### src/qdac_cfg.svh
// Constants of the quad converter command port: address, frame layout, codes, reset values
`ifndef QDAC_CFG_SVH
`define QDAC_CFG_SVH
`define QDAC_ADDR_FIXED     5'h03
`define QDAC_CMD_POS        20
`define QDAC_SEL_POS        16
`define QDAC_CMD_NOP        4'h0
`define QDAC_CMD_WR_INPUT   4'h1
`define QDAC_CMD_UPDATE     4'h2
`define QDAC_CMD_WR_UPDATE  4'h3
`define QDAC_CMD_PWR        4'h4
`define QDAC_FRAME_W        24
`define QDAC_FIFO_DEPTH     16
`define QDAC_CODE_RST       16'h0000
`define QDAC_PWR_RST        8'h00
`endif

### src/qdac_pkg.sv
// Types shared by the quad converter command port
package qdac_pkg;
    typedef enum logic [7:0] {
        QDAC_IDLE     = 8'h01,
        QDAC_ADDR     = 8'h02,
        QDAC_ADDR_ACK = 8'h04,
        QDAC_RX       = 8'h08,
        QDAC_RX_ACK   = 8'h10,
        QDAC_TX       = 8'h20,
        QDAC_TX_ACK   = 8'h40,
        QDAC_IGNORE   = 8'h80
    } qdac_state_e;
    typedef logic [3:0][15:0] qdac_bank_t;
    typedef logic [7:0]       qdac_pwr_t;
endpackage : qdac_pkg

### src/qdac_command_port.sv
// Quad converter two-wire command port with frame FIFO and double-buffered registers
`timescale 1ns/1ps
`default_nettype none
`include "qdac_cfg.svh"

module qdac_fifo #(
    parameter int WIDTH = 24,
    parameter int DEPTH = 16
) (
    input  wire logic             mclk,
    input  wire logic             resetn,
    input  wire logic             in_valid,
    output logic                  in_ready,
    input  wire logic [WIDTH-1:0] in_data,
    output logic                  out_valid,
    input  wire logic             out_ready,
    output logic      [WIDTH-1:0] out_data
);
    localparam int AW = $clog2(DEPTH);
    typedef struct packed {
        logic [DEPTH-1:0][WIDTH-1:0] mem;
        logic [AW-1:0]               wptr;
        logic [AW-1:0]               rptr;
        logic [AW:0]                 count;
    } fifo_s;
    fifo_s st_reg;
    fifo_s st_next;
    logic  push;
    logic  pop;

    assign in_ready  = (st_reg.count != DEPTH[AW:0]);
    assign out_valid = (st_reg.count != '0);
    assign out_data  = st_reg.mem[st_reg.rptr];
    assign push      = in_valid && in_ready;
    assign pop       = out_valid && out_ready;

    always_comb begin
        st_next = st_reg;
        if (push) begin
            st_next.mem[st_reg.wptr] = in_data;
            st_next.wptr             = st_reg.wptr + 1'b1;
        end
        if (pop) begin
            st_next.rptr = st_reg.rptr + 1'b1;
        end
        st_next.count = st_reg.count + {{AW{1'b0}}, push} - {{AW{1'b0}}, pop};
    end

    always_ff @(posedge mclk or negedge resetn) begin
        if (!resetn) begin
            st_reg <= '0;
        end else begin
            st_reg <= st_next;
        end
    end
endmodule : qdac_fifo

module qdac_command_port (
    input  wire logic         mclk,
    input  wire logic         resetn,
    input  wire logic         scl_i,
    input  wire logic         sda_i,
    output logic              sda_o,
    output logic              sda_oe,
    input  wire logic         addr_pin_hi,
    input  wire logic         addr_pin_lo,
    input  wire logic         load_outputs_n,
    output qdac_pkg::qdac_bank_t input_reg,
    output qdac_pkg::qdac_bank_t dac_reg,
    output qdac_pkg::qdac_pwr_t  chan_pwr_mode,
    output logic              frame_busy
);
    import qdac_pkg::*;

    typedef struct packed {
        logic [2:0]  scl_sy;
        logic [2:0]  sda_sy;
        logic [2:0]  ld_sy;
        logic [1:0]  ahi_sy;
        logic [1:0]  alo_sy;
        qdac_state_e state;
        logic [3:0]  cnt;
        logic [1:0]  byte_idx;
        logic        rw;
        logic [7:0]  sh;
        logic [7:0]  cmd;
        logic [7:0]  hi;
        logic [7:0]  tx;
        logic [1:0]  rd_ch;
        logic        rd_lo;
        logic        sda_o;
        logic        sda_oe;
        qdac_bank_t  inp;
        qdac_bank_t  dac;
        qdac_pwr_t   pwr;
        logic        busy;
    } qdac_s;

    qdac_s       st_reg;
    qdac_s       st_next;
    logic        scl_rise;
    logic        scl_fall;
    logic        bus_start;
    logic        bus_stop;
    logic        ld_fall;
    logic        addr_match;
    logic        f_in_valid;
    logic        f_in_ready;
    logic [23:0] f_in_data;
    logic        f_out_valid;
    logic        f_out_ready;
    logic [23:0] f_out_data;
    logic        pop;
    logic [3:0]  f_cmd;
    logic [3:0]  f_sel;

    // Edge finders read only the second and third synchroniser stages
    assign scl_rise   = st_reg.scl_sy[1] && !st_reg.scl_sy[2];
    assign scl_fall   = !st_reg.scl_sy[1] && st_reg.scl_sy[2];
    assign bus_start  = st_reg.scl_sy[1] && st_reg.scl_sy[2]
                        && !st_reg.sda_sy[1] && st_reg.sda_sy[2];
    assign bus_stop   = st_reg.scl_sy[1] && st_reg.scl_sy[2]
                        && st_reg.sda_sy[1] && !st_reg.sda_sy[2];
    assign ld_fall    = !st_reg.ld_sy[1] && st_reg.ld_sy[2];
    assign addr_match = (st_reg.sh[7:1] ==
                         {`QDAC_ADDR_FIXED, st_reg.ahi_sy[1], st_reg.alo_sy[1]});
    assign f_cmd       = f_out_data[`QDAC_CMD_POS +: 4];
    assign f_sel       = f_out_data[`QDAC_SEL_POS +: 4];
    // A load edge takes the cycle, so the frame queue waits
    assign f_out_ready = !ld_fall;
    assign pop         = f_out_valid && f_out_ready;
    assign f_in_data   = {st_reg.cmd, st_reg.hi, st_reg.sh};
    assign f_in_valid  = (st_reg.state == QDAC_RX) && scl_fall && (st_reg.cnt == 4'h8)
                         && (st_reg.byte_idx == 2'h2);

    qdac_fifo #(
        .WIDTH (`QDAC_FRAME_W),
        .DEPTH (`QDAC_FIFO_DEPTH)
    ) u_fifo (
        .mclk      (mclk),
        .resetn    (resetn),
        .in_valid  (f_in_valid),
        .in_ready  (f_in_ready),
        .in_data   (f_in_data),
        .out_valid (f_out_valid),
        .out_ready (f_out_ready),
        .out_data  (f_out_data)
    );

    always_comb begin
        st_next        = st_reg;
        st_next.scl_sy = {st_reg.scl_sy[1:0], scl_i};
        st_next.sda_sy = {st_reg.sda_sy[1:0], sda_i};
        st_next.ld_sy  = {st_reg.ld_sy[1:0], load_outputs_n};
        st_next.ahi_sy = {st_reg.ahi_sy[0], addr_pin_hi};
        st_next.alo_sy = {st_reg.alo_sy[0], addr_pin_lo};
        st_next.sda_o  = 1'b0;

        // Serial engine; SDA drive only moves on SCL falling edges
        unique case (st_reg.state)
            QDAC_IDLE, QDAC_IGNORE: begin
                st_next.sda_oe = 1'b0;
            end
            QDAC_ADDR: begin
                if (scl_rise) begin
                    st_next.sh  = {st_reg.sh[6:0], st_reg.sda_sy[1]};
                    st_next.cnt = st_reg.cnt + 4'h1;
                end else if (scl_fall && st_reg.cnt == 4'h8) begin
                    st_next.rw = st_reg.sh[0];
                    if (addr_match) begin
                        st_next.sda_oe = 1'b1;
                        st_next.state  = QDAC_ADDR_ACK;
                    end else begin
                        st_next.state = QDAC_IGNORE;
                    end
                end
            end
            QDAC_ADDR_ACK: begin
                if (scl_fall) begin
                    st_next.cnt = 4'h0;
                    if (st_reg.rw) begin
                        st_next.tx     = st_reg.inp[st_reg.rd_ch][15:8];
                        st_next.rd_lo  = 1'b0;
                        st_next.sda_oe = !st_reg.inp[st_reg.rd_ch][15];
                        st_next.state  = QDAC_TX;
                    end else begin
                        st_next.sda_oe   = 1'b0;
                        st_next.byte_idx = 2'h0;
                        st_next.state    = QDAC_RX;
                    end
                end
            end
            QDAC_RX: begin
                if (scl_rise) begin
                    st_next.sh  = {st_reg.sh[6:0], st_reg.sda_sy[1]};
                    st_next.cnt = st_reg.cnt + 4'h1;
                end else if (scl_fall && st_reg.cnt == 4'h8) begin
                    st_next.state = QDAC_RX_ACK;
                    unique case (st_reg.byte_idx)
                        2'h0: begin
                            st_next.cmd    = st_reg.sh;
                            st_next.sda_oe = 1'b1;
                            st_next.busy   = 1'b1;
                            // Readback pointer; several selects fall back to A
                            unique case (st_reg.sh[3:0])
                                4'h2:    st_next.rd_ch = 2'h1;
                                4'h4:    st_next.rd_ch = 2'h2;
                                4'h8:    st_next.rd_ch = 2'h3;
                                default: st_next.rd_ch = 2'h0;
                            endcase
                        end
                        2'h1: begin
                            st_next.hi     = st_reg.sh;
                            st_next.sda_oe = 1'b1;
                        end
                        2'h2: begin
                            // Full queue refuses the frame with a nack
                            st_next.sda_oe = f_in_ready;
                            st_next.busy   = 1'b0;
                        end
                        default: st_next.sda_oe = 1'b0;
                    endcase
                end
            end
            QDAC_RX_ACK: begin
                if (scl_fall) begin
                    st_next.sda_oe = 1'b0;
                    st_next.cnt    = 4'h0;
                    st_next.state  = QDAC_RX;
                    if (st_reg.byte_idx != 2'h3) begin
                        st_next.byte_idx = st_reg.byte_idx + 2'h1;
                    end
                end
            end
            QDAC_TX: begin
                if (scl_rise) begin
                    st_next.cnt = st_reg.cnt + 4'h1;
                end else if (scl_fall) begin
                    if (st_reg.cnt == 4'h8) begin
                        st_next.sda_oe = 1'b0;
                        st_next.state  = QDAC_TX_ACK;
                    end else begin
                        st_next.sda_oe = !st_reg.tx[3'h7 - st_reg.cnt[2:0]];
                    end
                end
            end
            QDAC_TX_ACK: begin
                if (scl_rise && st_reg.sda_sy[1]) begin
                    st_next.state = QDAC_IGNORE;
                end else if (scl_fall) begin
                    st_next.cnt   = 4'h0;
                    st_next.state = QDAC_TX;
                    if (!st_reg.rd_lo) begin
                        st_next.tx     = st_reg.inp[st_reg.rd_ch][7:0];
                        st_next.rd_lo  = 1'b1;
                        st_next.sda_oe = !st_reg.inp[st_reg.rd_ch][7];
                    end else begin
                        // Two-bit pointer wraps D to A
                        st_next.rd_ch  = st_reg.rd_ch + 2'h1;
                        st_next.tx     = st_reg.inp[st_reg.rd_ch + 2'h1][15:8];
                        st_next.rd_lo  = 1'b0;
                        st_next.sda_oe = !st_reg.inp[st_reg.rd_ch + 2'h1][15];
                    end
                end
            end
        endcase

        // Start wins anywhere, including repeated start
        if (bus_start) begin
            st_next.state  = QDAC_ADDR;
            st_next.cnt    = 4'h0;
            st_next.sda_oe = 1'b0;
        end else if (bus_stop) begin
            st_next.state  = QDAC_IDLE;
            st_next.sda_oe = 1'b0;
            st_next.busy   = 1'b0;
        end

        // Double buffer: load low or its falling edge copies input to output
        if (!st_reg.ld_sy[1] || ld_fall) begin
            st_next.dac = st_reg.inp;
        end

        if (pop) begin
            for (int ch = 0; ch < 4; ch++) begin
                if (f_sel[ch]) begin
                    unique case (f_cmd)
                        `QDAC_CMD_WR_INPUT: begin
                            st_next.inp[ch] = f_out_data[15:0];
                            if (!st_reg.ld_sy[1]) begin
                                st_next.dac[ch] = f_out_data[15:0];
                            end
                        end
                        `QDAC_CMD_UPDATE: st_next.dac[ch] = st_reg.inp[ch];
                        `QDAC_CMD_WR_UPDATE: begin
                            st_next.inp[ch] = f_out_data[15:0];
                            st_next.dac[ch] = f_out_data[15:0];
                        end
                        default: ;
                    endcase
                end
            end
            // Selects and middle byte ignored; registers untouched
            if (f_cmd == `QDAC_CMD_PWR) begin
                st_next.pwr = f_out_data[7:0];
            end
        end
    end

    always_ff @(posedge mclk or negedge resetn) begin
        if (!resetn) begin
            st_reg        <= '0;
            st_reg.scl_sy <= 3'h7;
            st_reg.sda_sy <= 3'h7;
            st_reg.ld_sy  <= 3'h7;
            st_reg.state  <= QDAC_IDLE;
            st_reg.inp    <= {4{`QDAC_CODE_RST}};
            st_reg.dac    <= {4{`QDAC_CODE_RST}};
            st_reg.pwr    <= `QDAC_PWR_RST;
        end else begin
            st_reg <= st_next;
        end
    end

    assign sda_o         = st_reg.sda_o;
    assign sda_oe        = st_reg.sda_oe;
    assign input_reg     = st_reg.inp;
    assign dac_reg       = st_reg.dac;
    assign chan_pwr_mode = st_reg.pwr;
    assign frame_busy    = st_reg.busy;
endmodule : qdac_command_port
`default_nettype wire

### config.mk
export PLATFORM = sky130hd
export DESIGN_NAME = qdac_command_port
export DESIGN_NICKNAME = d
export VERILOG_FILES = /design/src/qdac_pkg.sv /design/src/qdac_command_port.sv
export VERILOG_INCLUDE_DIRS = /design/src /design/src/src
export SDC_FILE = /design/constraint.sdc
export NUM_CORES = 1
export LEC_CHECK = 0
export ABC_AREA = 1
export BUFFER_PORTS_ARGS = -buffer_cell sky130_fd_sc_hd__buf_4
export CORE_ASPECT_RATIO = 0.9
export CORE_MARGIN = 4
export CORE_UTILIZATION = 62
export CTS_CLUSTER_DIAMETER = 50
export CTS_CLUSTER_SIZE = 14
export DETAILED_ROUTE_END_ITERATION = 6
export GPL_ROUTABILITY_DRIVEN = 0
export PLACE_DENSITY = 0.8
export SYNTH_ARGS = -nofsm -noshare
export SYNTH_HDL_FRONTEND = slang
export SYNTH_SLANG_ARGS = --single-unit
export TNS_END_PERCENT = 20
### constraint.sdc
create_clock -name mclk -period 5.7 [get_ports mclk]
set_clock_uncertainty 0.2 [all_clocks]
set_input_delay 0.57 -clock mclk [delete_from_list [all_inputs] [get_ports mclk]]
set_output_delay 0.57 -clock mclk [all_outputs]
set_load 0.005 [all_outputs]
==> qor.json, run 1 <==
{
  "fin_tns_setup_ns": 0,
  "power_density_nw_per_um2": 251,
  "placement.io_buffers": 144,
  "detailedRoute.firstPassIterationCount": 6,
  "drive_above_1_share_pct": 7.84,
  "max_slew.worst_pin.slew_ns": 1.18,
  "die_height_um": 221,
  "vdd.ir_drop.worst_v": 0.000269,
  "slowest_delay_ns": 0.85,
  "grt_setup_unrepaired": "false",
  "worst_ep_arrival_time_ns": 4.50,
  "yosys_register_bits": 598,
  "tritoncts": "built",
  "setup_viol": 0,
  "grt_pass1_wl_um": 147000,
  "timing.final.max_slew_violations": 0,
  "drtAntennaViolNets": 0,
  "synth_top_area_share_pct": 47.1,
  "synthToLayoutAreaGrowth_pct": 6.11,
  "min_period_over_period_pct": 73.5,
  "synth_top_area_cells": "dfrtp_1, nand2_1, nand3_1",
  "fmax_ghz": 0.239,
  "synthesis.area_per_instance_um2": 7.39,
  "drt_iter0_markers": 4090,
  "critical_path.slowest_cell": "nand3b_1",
  "finalCriticalPeriod_ns": 4.19,
  "synth_most_common_cell": "nand2_1",
  "final_nets": 4087,
  "critPathCaptureType": "flip-flop",
  "postCtsSetupRepairBufs": 0,
  "synthCells": 4221,
  "route.final.wire_length_um": 94400,
  "ys_top_cells_by_count": "nand2_1, dfrtp_1, nand3_1",
  "worst_path_clk_slew_ns": 0.07,
  "synth_cell_type_count": 42,
  "slew-limit-headroom_pct": 20.8,
  "design.die.area_um2": 54000,
  "track_usage_pct": 34.3,
  "cap_viol_max_count": 0,
  "timing.final.hold_violations": 0,
  "first_global_vias": 25724,
  "critical-path-top-cell-by-count": "nand3_1",
  "hpwlAfterDp_um": 56900,
  "synth.cell_area_um2": 31200,
  "via_count": 28033,
  "floorplan.rows": 77,
  "grt_antenna_before_repair": 0,
  "routed_wire_length_per_instance_um": 19.8,
  "pin_count": 146,
  "timing.critical_path.cells": "inv_6, buf_4, nand2_1, nand3_1, nand3_1, nand3_1, nand2_1, inv_1, nand2_2, nand3b_1, nand3_1, inv_1, nor2_1",
  "dieWidth_um": 245,
  "route.detailed.vias_per_inst": 5.88,
  "min_path_type": "reg -> reg",
  "synthArstFlopShare_pct": 100,
  "synth_seq_area_share_pct": 48.0,
  "status": "finished, final reports clean",
  "synthesis.nets": 4246,
  "globalRoute.totalOverflow": 0,
  "number_of_h_tree_levels": 2,
  "largest_net_degree_at_the_start_of_global_routing": 195,
  "worst_path_required_ns": 6.01,
  "worst_skew_pair.late_latency_ns": 0.64,
  "ctsResizeCount": 0,
  "drc": 0,
  "cts_made_buffers": 55,
  "ys_dominant_reg_cell": "dfrtp_1",
  "synth_top_area_cell": "dfrtp_1",
  "worst-path-max-fanout": 106,
  "cts_sinks": 598,
  "antenna_cells_inserted": 0,
  "number_of_enable_flip_flop_cells_after_synthesis": 0,
  "cts_max_path_buffers": 3,
  "critical_path.startpoint_type": "flip-flop",
  "largest_register_ffs": 397,
  "core_um2": 49400,
  "clk_root_buffer_cell": "clkbuf_16",
  "ys_warn_count": 0,
  "leakage_nw": 16.2,
  "critical_path_class": "reg -> reg",
  "initial_utilization_pct": 63.2,
  "fin_hold_ws_ns": 0.148
}
-- final timing paths --
path                       cells after the start                end  slack [ns]              from
max in group asynchronous                      3  u_fifo.st_reg[11]        3.62            resetn
setup reg to reg                              13        dac_reg[31]        1.51  u_fifo.st_reg[5]
min in group asynchronous                      2  u_fifo.st_reg[28]        0.34            resetn
setup / recovery                              13        dac_reg[31]        1.51  u_fifo.st_reg[5]
hold reg to reg                                0        st_reg[190]        0.15      st_next[190]
hold / removal                                 0        st_reg[190]        0.15      st_next[190]
-- stage by stage --
step	worst slack, ns	instances	util (%)	total power, W	area (µm²)
5_1_grt	1.40	4767	67.0	0.00855	33100
2_1_floorplan	2.94	4221	-	0.00458	31200
3_3_place_gp	1.80	4670	63.4	0.00474	31400
4_1_cts	1.69	4767	67.0	0.00835	33100
6_report	1.51	4767	67.0	0.00832	33100
3_5_place_dp	1.73	4670	63.4	0.00474	31400
-- report_power, final --
| group | switching (W) | internal [W] | leakage [nW] |
|---|---|---|---|
| sequential | 0.0000440 | 0.00428 | 8.30 |
| combinational | 0.000266 | 0.0000750 | 7.05 |
| clock | 0.00169 | 0.00196 | 0.823 |
| total | 0.00200 | 0.00632 | 16.2 |
-- per-layer routing --
layer  vias to the layer above  routed length [µm]  global-route usage [%]
met5                         -                   0                       0
met4                         0                3720                    12.7
met3                       260               13000                    10.1
met2                      1736               39700                    48.9
met1                     13079               38000                    50.0
li1                      12958                   -                       -
-- kinds of logic (layout without fill, tap and decap cells) --
family / count (synthesis) / count (layout) / share of synthesized area [%]
flip-flops: 598 / 598 / 48.0
XOR/XNOR: 11 / 11 / 0.309
other: 1 / 1 / 0.0120
adder cells (fa/ha/maj): 18 / 18 / 0.746
buffers and inverters: 753 / 628 / 11.4
AND/OR/NAND/NOR: 2220 / 2220 / 29.3
AO/OA/AOI/OAI: 620 / 620 / 10.2
-- worst max-delay path, delay by kind of cell (launching register included) --
kind,cells,cell delay (ns)
AND/OR/NAND/NOR,9,1.79
buffers and inverters,4,1.48
flip-flops,1,0.51
-- area by class of cell --
type	instances	area, µm²
Sequential cell	598	15000
Inverter	342	1290
Tap cell	671	840
Clock buffer	69	1470
Timing Repair Buffer	195	1550
Clock inverter	22	238
Fill cell	4146	16300
Multi-Input combinational cell	2870	12700
-- placed cells by master (no fill, tap or decap), types with 7 or more instances in the layout --
cell / instances
nand2_1: 1468
dfrtp_1: 585
nand3_1: 487
o21ai_0: 463
inv_1: 335
nor2_1: 202
buf_4: 183
o21ai_1: 80
clkbuf_16: 56
a21oi_1: 36
nand4_1: 17
ha_1: 17
nand3_2: 16
a31oi_1: 12
clkbuf_1: 11
xor2_1: 10
o211ai_1: 10
dfstp_2: 10
o22ai_1: 9
clkinv_2: 7
nor3_1: 7
-- timing repair --
action                                 4_1_cts  5_1_grt
hold buffers                                 6        0
endpoints found under the hold margin       87        0
setup endpoints to repair                    0        0
No activity file was read; power rests on OpenSTA's default activity.
==> run 2: changes to the inputs <==
--- a/config.mk
+++ b/config.mk
@@ -6,7 +6,7 @@
 export SDC_FILE = /design/constraint.sdc
 export NUM_CORES = 1
 export LEC_CHECK = 0
-export ABC_AREA = 1
+export ABC_AREA = 0
 export BUFFER_PORTS_ARGS = -buffer_cell sky130_fd_sc_hd__buf_4
 export CORE_ASPECT_RATIO = 0.9
 export CORE_MARGIN = 4
==> constraint.sdc (replaced) <==
create_clock -name mclk -period 4.14 [get_ports mclk]
set_clock_uncertainty 0.2 [all_clocks]
set_input_delay 0.414 -clock mclk [delete_from_list [all_inputs] [get_ports mclk]]
set_output_delay 0.414 -clock mclk [all_outputs]
set_load 0.005 [all_outputs]
==> run 2 against run 1 <==
Compared with the run above:
- the run now ends with DRC left
- area after synthesis decreased by 4.3%
- first-iteration DRC count down 46%
- non-clock buffer count grew 32
- largest cell class unchanged
- hold slack better by 0.0078 ns
- clock power grew 34%
- synthesized cell count fell by 48%
- sequential power increased by 36%
==> qor.json, run 2 <==
{
  "via_count": {"value": 19583, "change": "-30%"},
  "number_of_h_tree_levels": {"value": 2, "change": "unchanged"},
  "multi_input_comb_area": {"value": 13000, "unit": "µm²", "change": "+2.0%"},
  "first_global_vias": {"value": 20262, "change": "-21%"},
  "placement.io_buffers": {"value": 144, "change": "unchanged"},
  "internal_power": {"value": 0.00858, "unit": "W", "change": "+36%"},
  "largest_register_ffs": {"value": 397, "change": "unchanged"},
  "netSwitchingPower": {"value": 0.00250, "unit": "W", "change": "+25%"},
  "drive_above_1_share": {"value": 40.6, "unit": "%", "change": "+33 points"},
  "grt_pass1_wl": {"value": 122000, "unit": "µm", "change": "-17%"},
  "timing.final.max_slew_violations": {"value": 0, "change": "unchanged"},
  "antenna_cells_inserted": {"value": 0, "change": "unchanged"},
  "ys_warn_count": {"value": 0, "change": "unchanged"},
  "drtAntennaViolNets": {"value": 0, "change": "unchanged"},
  "worst-path-max-fanout": {"value": 31, "change": "-71%"},
  "fin_tns_setup": {"value": 0, "unit": "ns", "change": "unchanged"},
  "min_path_type": "reg -> reg",
  "max_slew.worst_pin.slew": {"value": 1.10, "unit": "ns", "change": "-0.0786 ns"},
  "min_period_over_period": {"value": 93.6, "unit": "%", "change": "+20 points"},
  "hpwlAfterDp": {"value": 48600, "unit": "µm", "change": "-15%"},
  "cap_viol_max_count": {"value": 0, "change": "unchanged"},
  "cts-hold-fix-buffers": {"value": 6, "change": "unchanged"},
  "slew-limit-headroom": {"value": 26.6, "unit": "%", "change": "+5.8 points"},
  "synthesis.nets": {"value": 2225, "change": "-48%"},
  "power.share.combinational": {"value": 2.5, "unit": "%", "change": "-1.6 points"},
  "synth_top_area_share": {"value": 49.3, "unit": "%", "change": "+2.1 points"},
  "cp-startpoint": "u_fifo.st_reg[7]",
  "layout.filler_cells": {"value": 3309, "change": "-20%"},
  "vdd.ir_drop.worst": {"value": 0.000301, "unit": "V", "change": "+12%"},
  "synthToLayoutAreaGrowth_pct": 8.48,
  "regToRegStartpoint": "u_fifo.st_reg[7]",
  "layout.cells.most_common": "dfrtp_1",
  "die_height": {"value": 216, "unit": "µm", "change": "-2.1%"},
  "track_usage": {"value": 30.2, "unit": "%", "change": "-4.1 points"},
  "synth_seq_area_share": {"value": 50.1, "unit": "%", "change": "+2.2 points"},
  "ys_top_cells_by_count": "dfrtp_1, mux2_2, buf_4",
  "synth_top_area_cell": "dfrtp_1",
  "seqCellArea": {"value": 15000, "unit": "µm²", "change": "about the same"},
  "synthArstFlopShare": {"value": 100, "unit": "%", "change": "unchanged"},
  "largest_net_degree_at_the_start_of_global_routing": {"value": 108, "change": "-45%"},
  "global_route.usage.met3": {"value": 5.56, "unit": "%", "change": "-4.5 points"},
  "placedInstanceArea": {"value": 30700, "unit": "µm²", "change": "-2.1%"},
  "cts_made_buffers": {"value": 54, "change": "-1.8%"},
  "ff2ff_setup_slack": {"value": 0.26, "unit": "ns", "change": "-1.25 ns"},
  "worstReg2RegEnd": "dac_reg[48]",
  "final_cell_mix": "dfrtp_1, mux2_2, buf_4",
  "route.final.wire_length": {"value": 77900, "unit": "µm", "change": "-18%"},
  "ctsResizeCount": {"value": 0, "change": "unchanged"},
  "failed_checks": "DRC",
  "cts_max_path_buffers": {"value": 3, "change": "unchanged"},
  "floorplan.rows": {"value": 76, "change": "-1.3%"},
  "critPathCaptureType": "flip-flop",
  "design.die.area": {"value": 51700, "unit": "µm²", "change": "-4.2%"},
  "routing_layer_with_the_top_usage_in_global_route": "met2",
  "synth_most_common_cell": "dfrtp_1",
  "clockPowerShare": {"value": 44.1, "unit": "%", "change": "+0.2 points"},
  "worst_ep_arrival_time": {"value": 4.10, "unit": "ns", "change": "-0.40 ns"},
  "yosys_register_bits": {"value": 598, "change": "unchanged"},
  "net_switching_fraction_of_the_power": {"value": 22.5, "unit": "%", "change": "-1.5 points"},
  "clk_root_buffer_cell": "clkbuf_16",
  "core": {"value": 47700, "unit": "µm²", "change": "-3.4%"},
  "worst_skew_pair.late_latency": {"value": 0.61, "unit": "ns", "change": "-0.03 ns"},
  "reg2reg_depth": {"value": 7, "change": "-6"},
  "drc": {"value": 2, "change": "+2"},
  "synth_cell_type_count": {"value": 63, "change": "+50%"},
  "fmax": {"value": 0.258, "unit": "GHz", "change": "+8.1%"},
  "synthesis.area_per_instance": {"value": 13.6, "unit": "µm²", "change": "+84%"},
  "final_nets": {"value": 2194, "change": "-46%"},
  "synth.cell_area": {"value": 29900, "unit": "µm²", "change": "-4.3%"},
  "worst_path_required": {"value": 4.36, "unit": "ns", "change": "-1.65 ns"},
  "cts_sinks": {"value": 598, "change": "unchanged"},
  "globalRoute.totalOverflow": {"value": 0, "change": "unchanged"},
  "number_of_enable_flip_flop_cells_after_synthesis": {"value": 0, "change": "unchanged"},
  "status": "complete, but fails checks",
  "synthCells": {"value": 2200, "change": "-48%"},
  "grtUsageMet2": {"value": 46.4, "unit": "%", "change": "-2.5 points"},
  "synth_top_area_cells": "dfrtp_1, mux2_2, mux4_2",
  "critical_path.startpoint_type": "flip-flop",
  "worst_path_clk_slew": {"value": 0.07, "unit": "ns", "change": "about the same"},
  "grt_antenna_before_repair": {"value": 1, "change": "+1"},
  "dieWidth": {"value": 239, "unit": "µm", "change": "-2.1%"},
  "timing.final.hold_violations": {"value": 0, "change": "unchanged"},
  "drt_iter0_markers": {"value": 2215, "change": "-46%"},
  "global_route.usage.met1": {"value": 43.3, "unit": "%", "change": "-6.7 points"},
  "pin_count": {"value": 146, "change": "unchanged"},
  "grt_setup_unrepaired": "false",
  "setup_viol": {"value": 0, "change": "unchanged"},
  "tritoncts": "built",
  "power_density": {"value": 342, "unit": "nW/µm²", "change": "+36%"},
  "routed_wire_length_per_instance": {"value": 27.6, "unit": "µm", "change": "+39%"},
  "finalCriticalPeriod": {"value": 3.88, "unit": "ns", "change": "-0.314 ns"},
  "critical_path_class": "reg -> reg",
  "critical_path.endpoint": "dac_reg[48]",
  "initial_utilization": {"value": 62.6, "unit": "%", "change": "-0.59 points"},
  "final_cell_area": {"value": 32400, "unit": "µm²", "change": "-2.2%"},
  "postCtsSetupRepairBufs": {"value": 0, "change": "unchanged"},
  "leakage": {"value": 15.6, "unit": "nW", "change": "-3.7%"},
  "detailedRoute.firstPassIterationCount": {"value": 7, "change": "+1"},
  "ys_dominant_reg_cell": "dfrtp_1",
  "power.share.sequential": {"value": 53.3, "unit": "%", "change": "+1.3 points"},
  "final_util": {"value": 67.9, "unit": "%", "change": "+0.86 points"},
  "route.detailed.vias_per_inst": {"value": 6.94, "change": "+18%"}
}
==> run 2: cell types whose count changed in the layout (fill, tap and decap cells not counted), moves of 56 or more <==
| cell | previous run | this run |
|---|---|---|
| a22oi_1 | 2 | 77 |
| mux4_2 | 0 | 123 |
| nand3_1 | 487 | 39 |
| a21o_1 | 0 | 67 |
| mux2_2 | 0 | 424 |
| a31oi_1 | 12 | 68 |
| nand2_1 | 1468 | 52 |
| o21ai_0 | 463 | 13 |
| a221oi_1 | 0 | 65 |
| nor2_1 | 202 | 35 |
| o21ai_1 | 80 | 0 |
| inv_1 | 335 | 15 |
| and2_1 | 0 | 68 |
| mux2_1 | 0 | 56 |
==> run 2: worst min-delay path by stage <==
stage	start	end	slack (ns)	cells after the start
floorplan	resetn	chan_pwr_mode[0]	-0.08	0
global placement	st_next[192]	st_reg[192]	0.14	0
detailed placement	st_next[192]	st_reg[192]	0.14	0
CTS	st_next[192]	st_reg[192]	0.15	0
global route	st_next[192]	st_reg[192]	0.16	0
finish	st_next[200]	st_next[201]	0.16	0
==> run 2: kinds of logic (layout without fill, tap and decap cells) <==
kind of cell / Yosys count / in the layout / share of synthesized area (%)
adder cells (fa/ha/maj): 18 / 18 / 0.779
other: 1 / 1 / 0.0126
multiplexers: 621 / 621 / 28.2
flip-flops: 598 / 598 / 50.1
AND/OR/NAND/NOR: 277 / 277 / 5.43
AO/OA/AOI/OAI: 336 / 336 / 8.34
XOR/XNOR: 19 / 19 / 0.557
buffers and inverters: 330 / 327 / 6.52
==> run 2: power groups by stage <==
stage	clock, W	sequential, W	combinational (W)
after global routing	0.00517	0.00591	0.000315
after detailed placement	0	0.00602	0.000278
after global placement	0	0.00602	0.000271
after floorplan	0	0.00600	0.000106
final	0.00489	0.00591	0.000281
after CTS	0.00494	0.00591	0.000284
==> run 2: stage by stage <==
step | worst slack (ns) | instances | power (W) | hold WS [ns]
finish | 0.264 | 2821 | 0.0111 | 0.156
floorplan | 1.02 | 2200 | 0.00610 | -0.0816
detailed placement | 0.497 | 2731 | 0.00630 | 0.140
global placement | 0.547 | 2731 | 0.00629 | 0.136
global route | 0.115 | 2821 | 0.0114 | 0.160
CTS | 0.436 | 2821 | 0.0111 | 0.154
==> run 2: cell type report <==
type | instances | area share [%]
Timing Repair Buffer | 227 | 5.91
Sequential cell | 598 | 46.3
Clock inverter | 13 | 0.386
Inverter | 16 | 0.189
Tap cell | 624 | 2.41
Clock buffer | 71 | 4.72
Multi-Input combinational cell | 1272 | 40.1
==> run 2: worst max-delay path, stage by stage (launching register included) <==
cell and delay [ns]:
dfrtp_2 0.58, buf_4 0.46, mux4_2 0.28, nand3_1 0.13, and4_1 0.35, a2111oi_4 0.53, and2_1 0.94, a31oi_1 0.21
==> run 2: layer usage <==
| layer | share of wire (%) | vias up |
|---|---|---|
| met5 | 0 | - |
| met4 | 4.1 | 0 |
| met3 | 8.5 | 248 |
| met2 | 47 | 1086 |
| met1 | 41 | 10233 |
| li1 | - | 8016 |
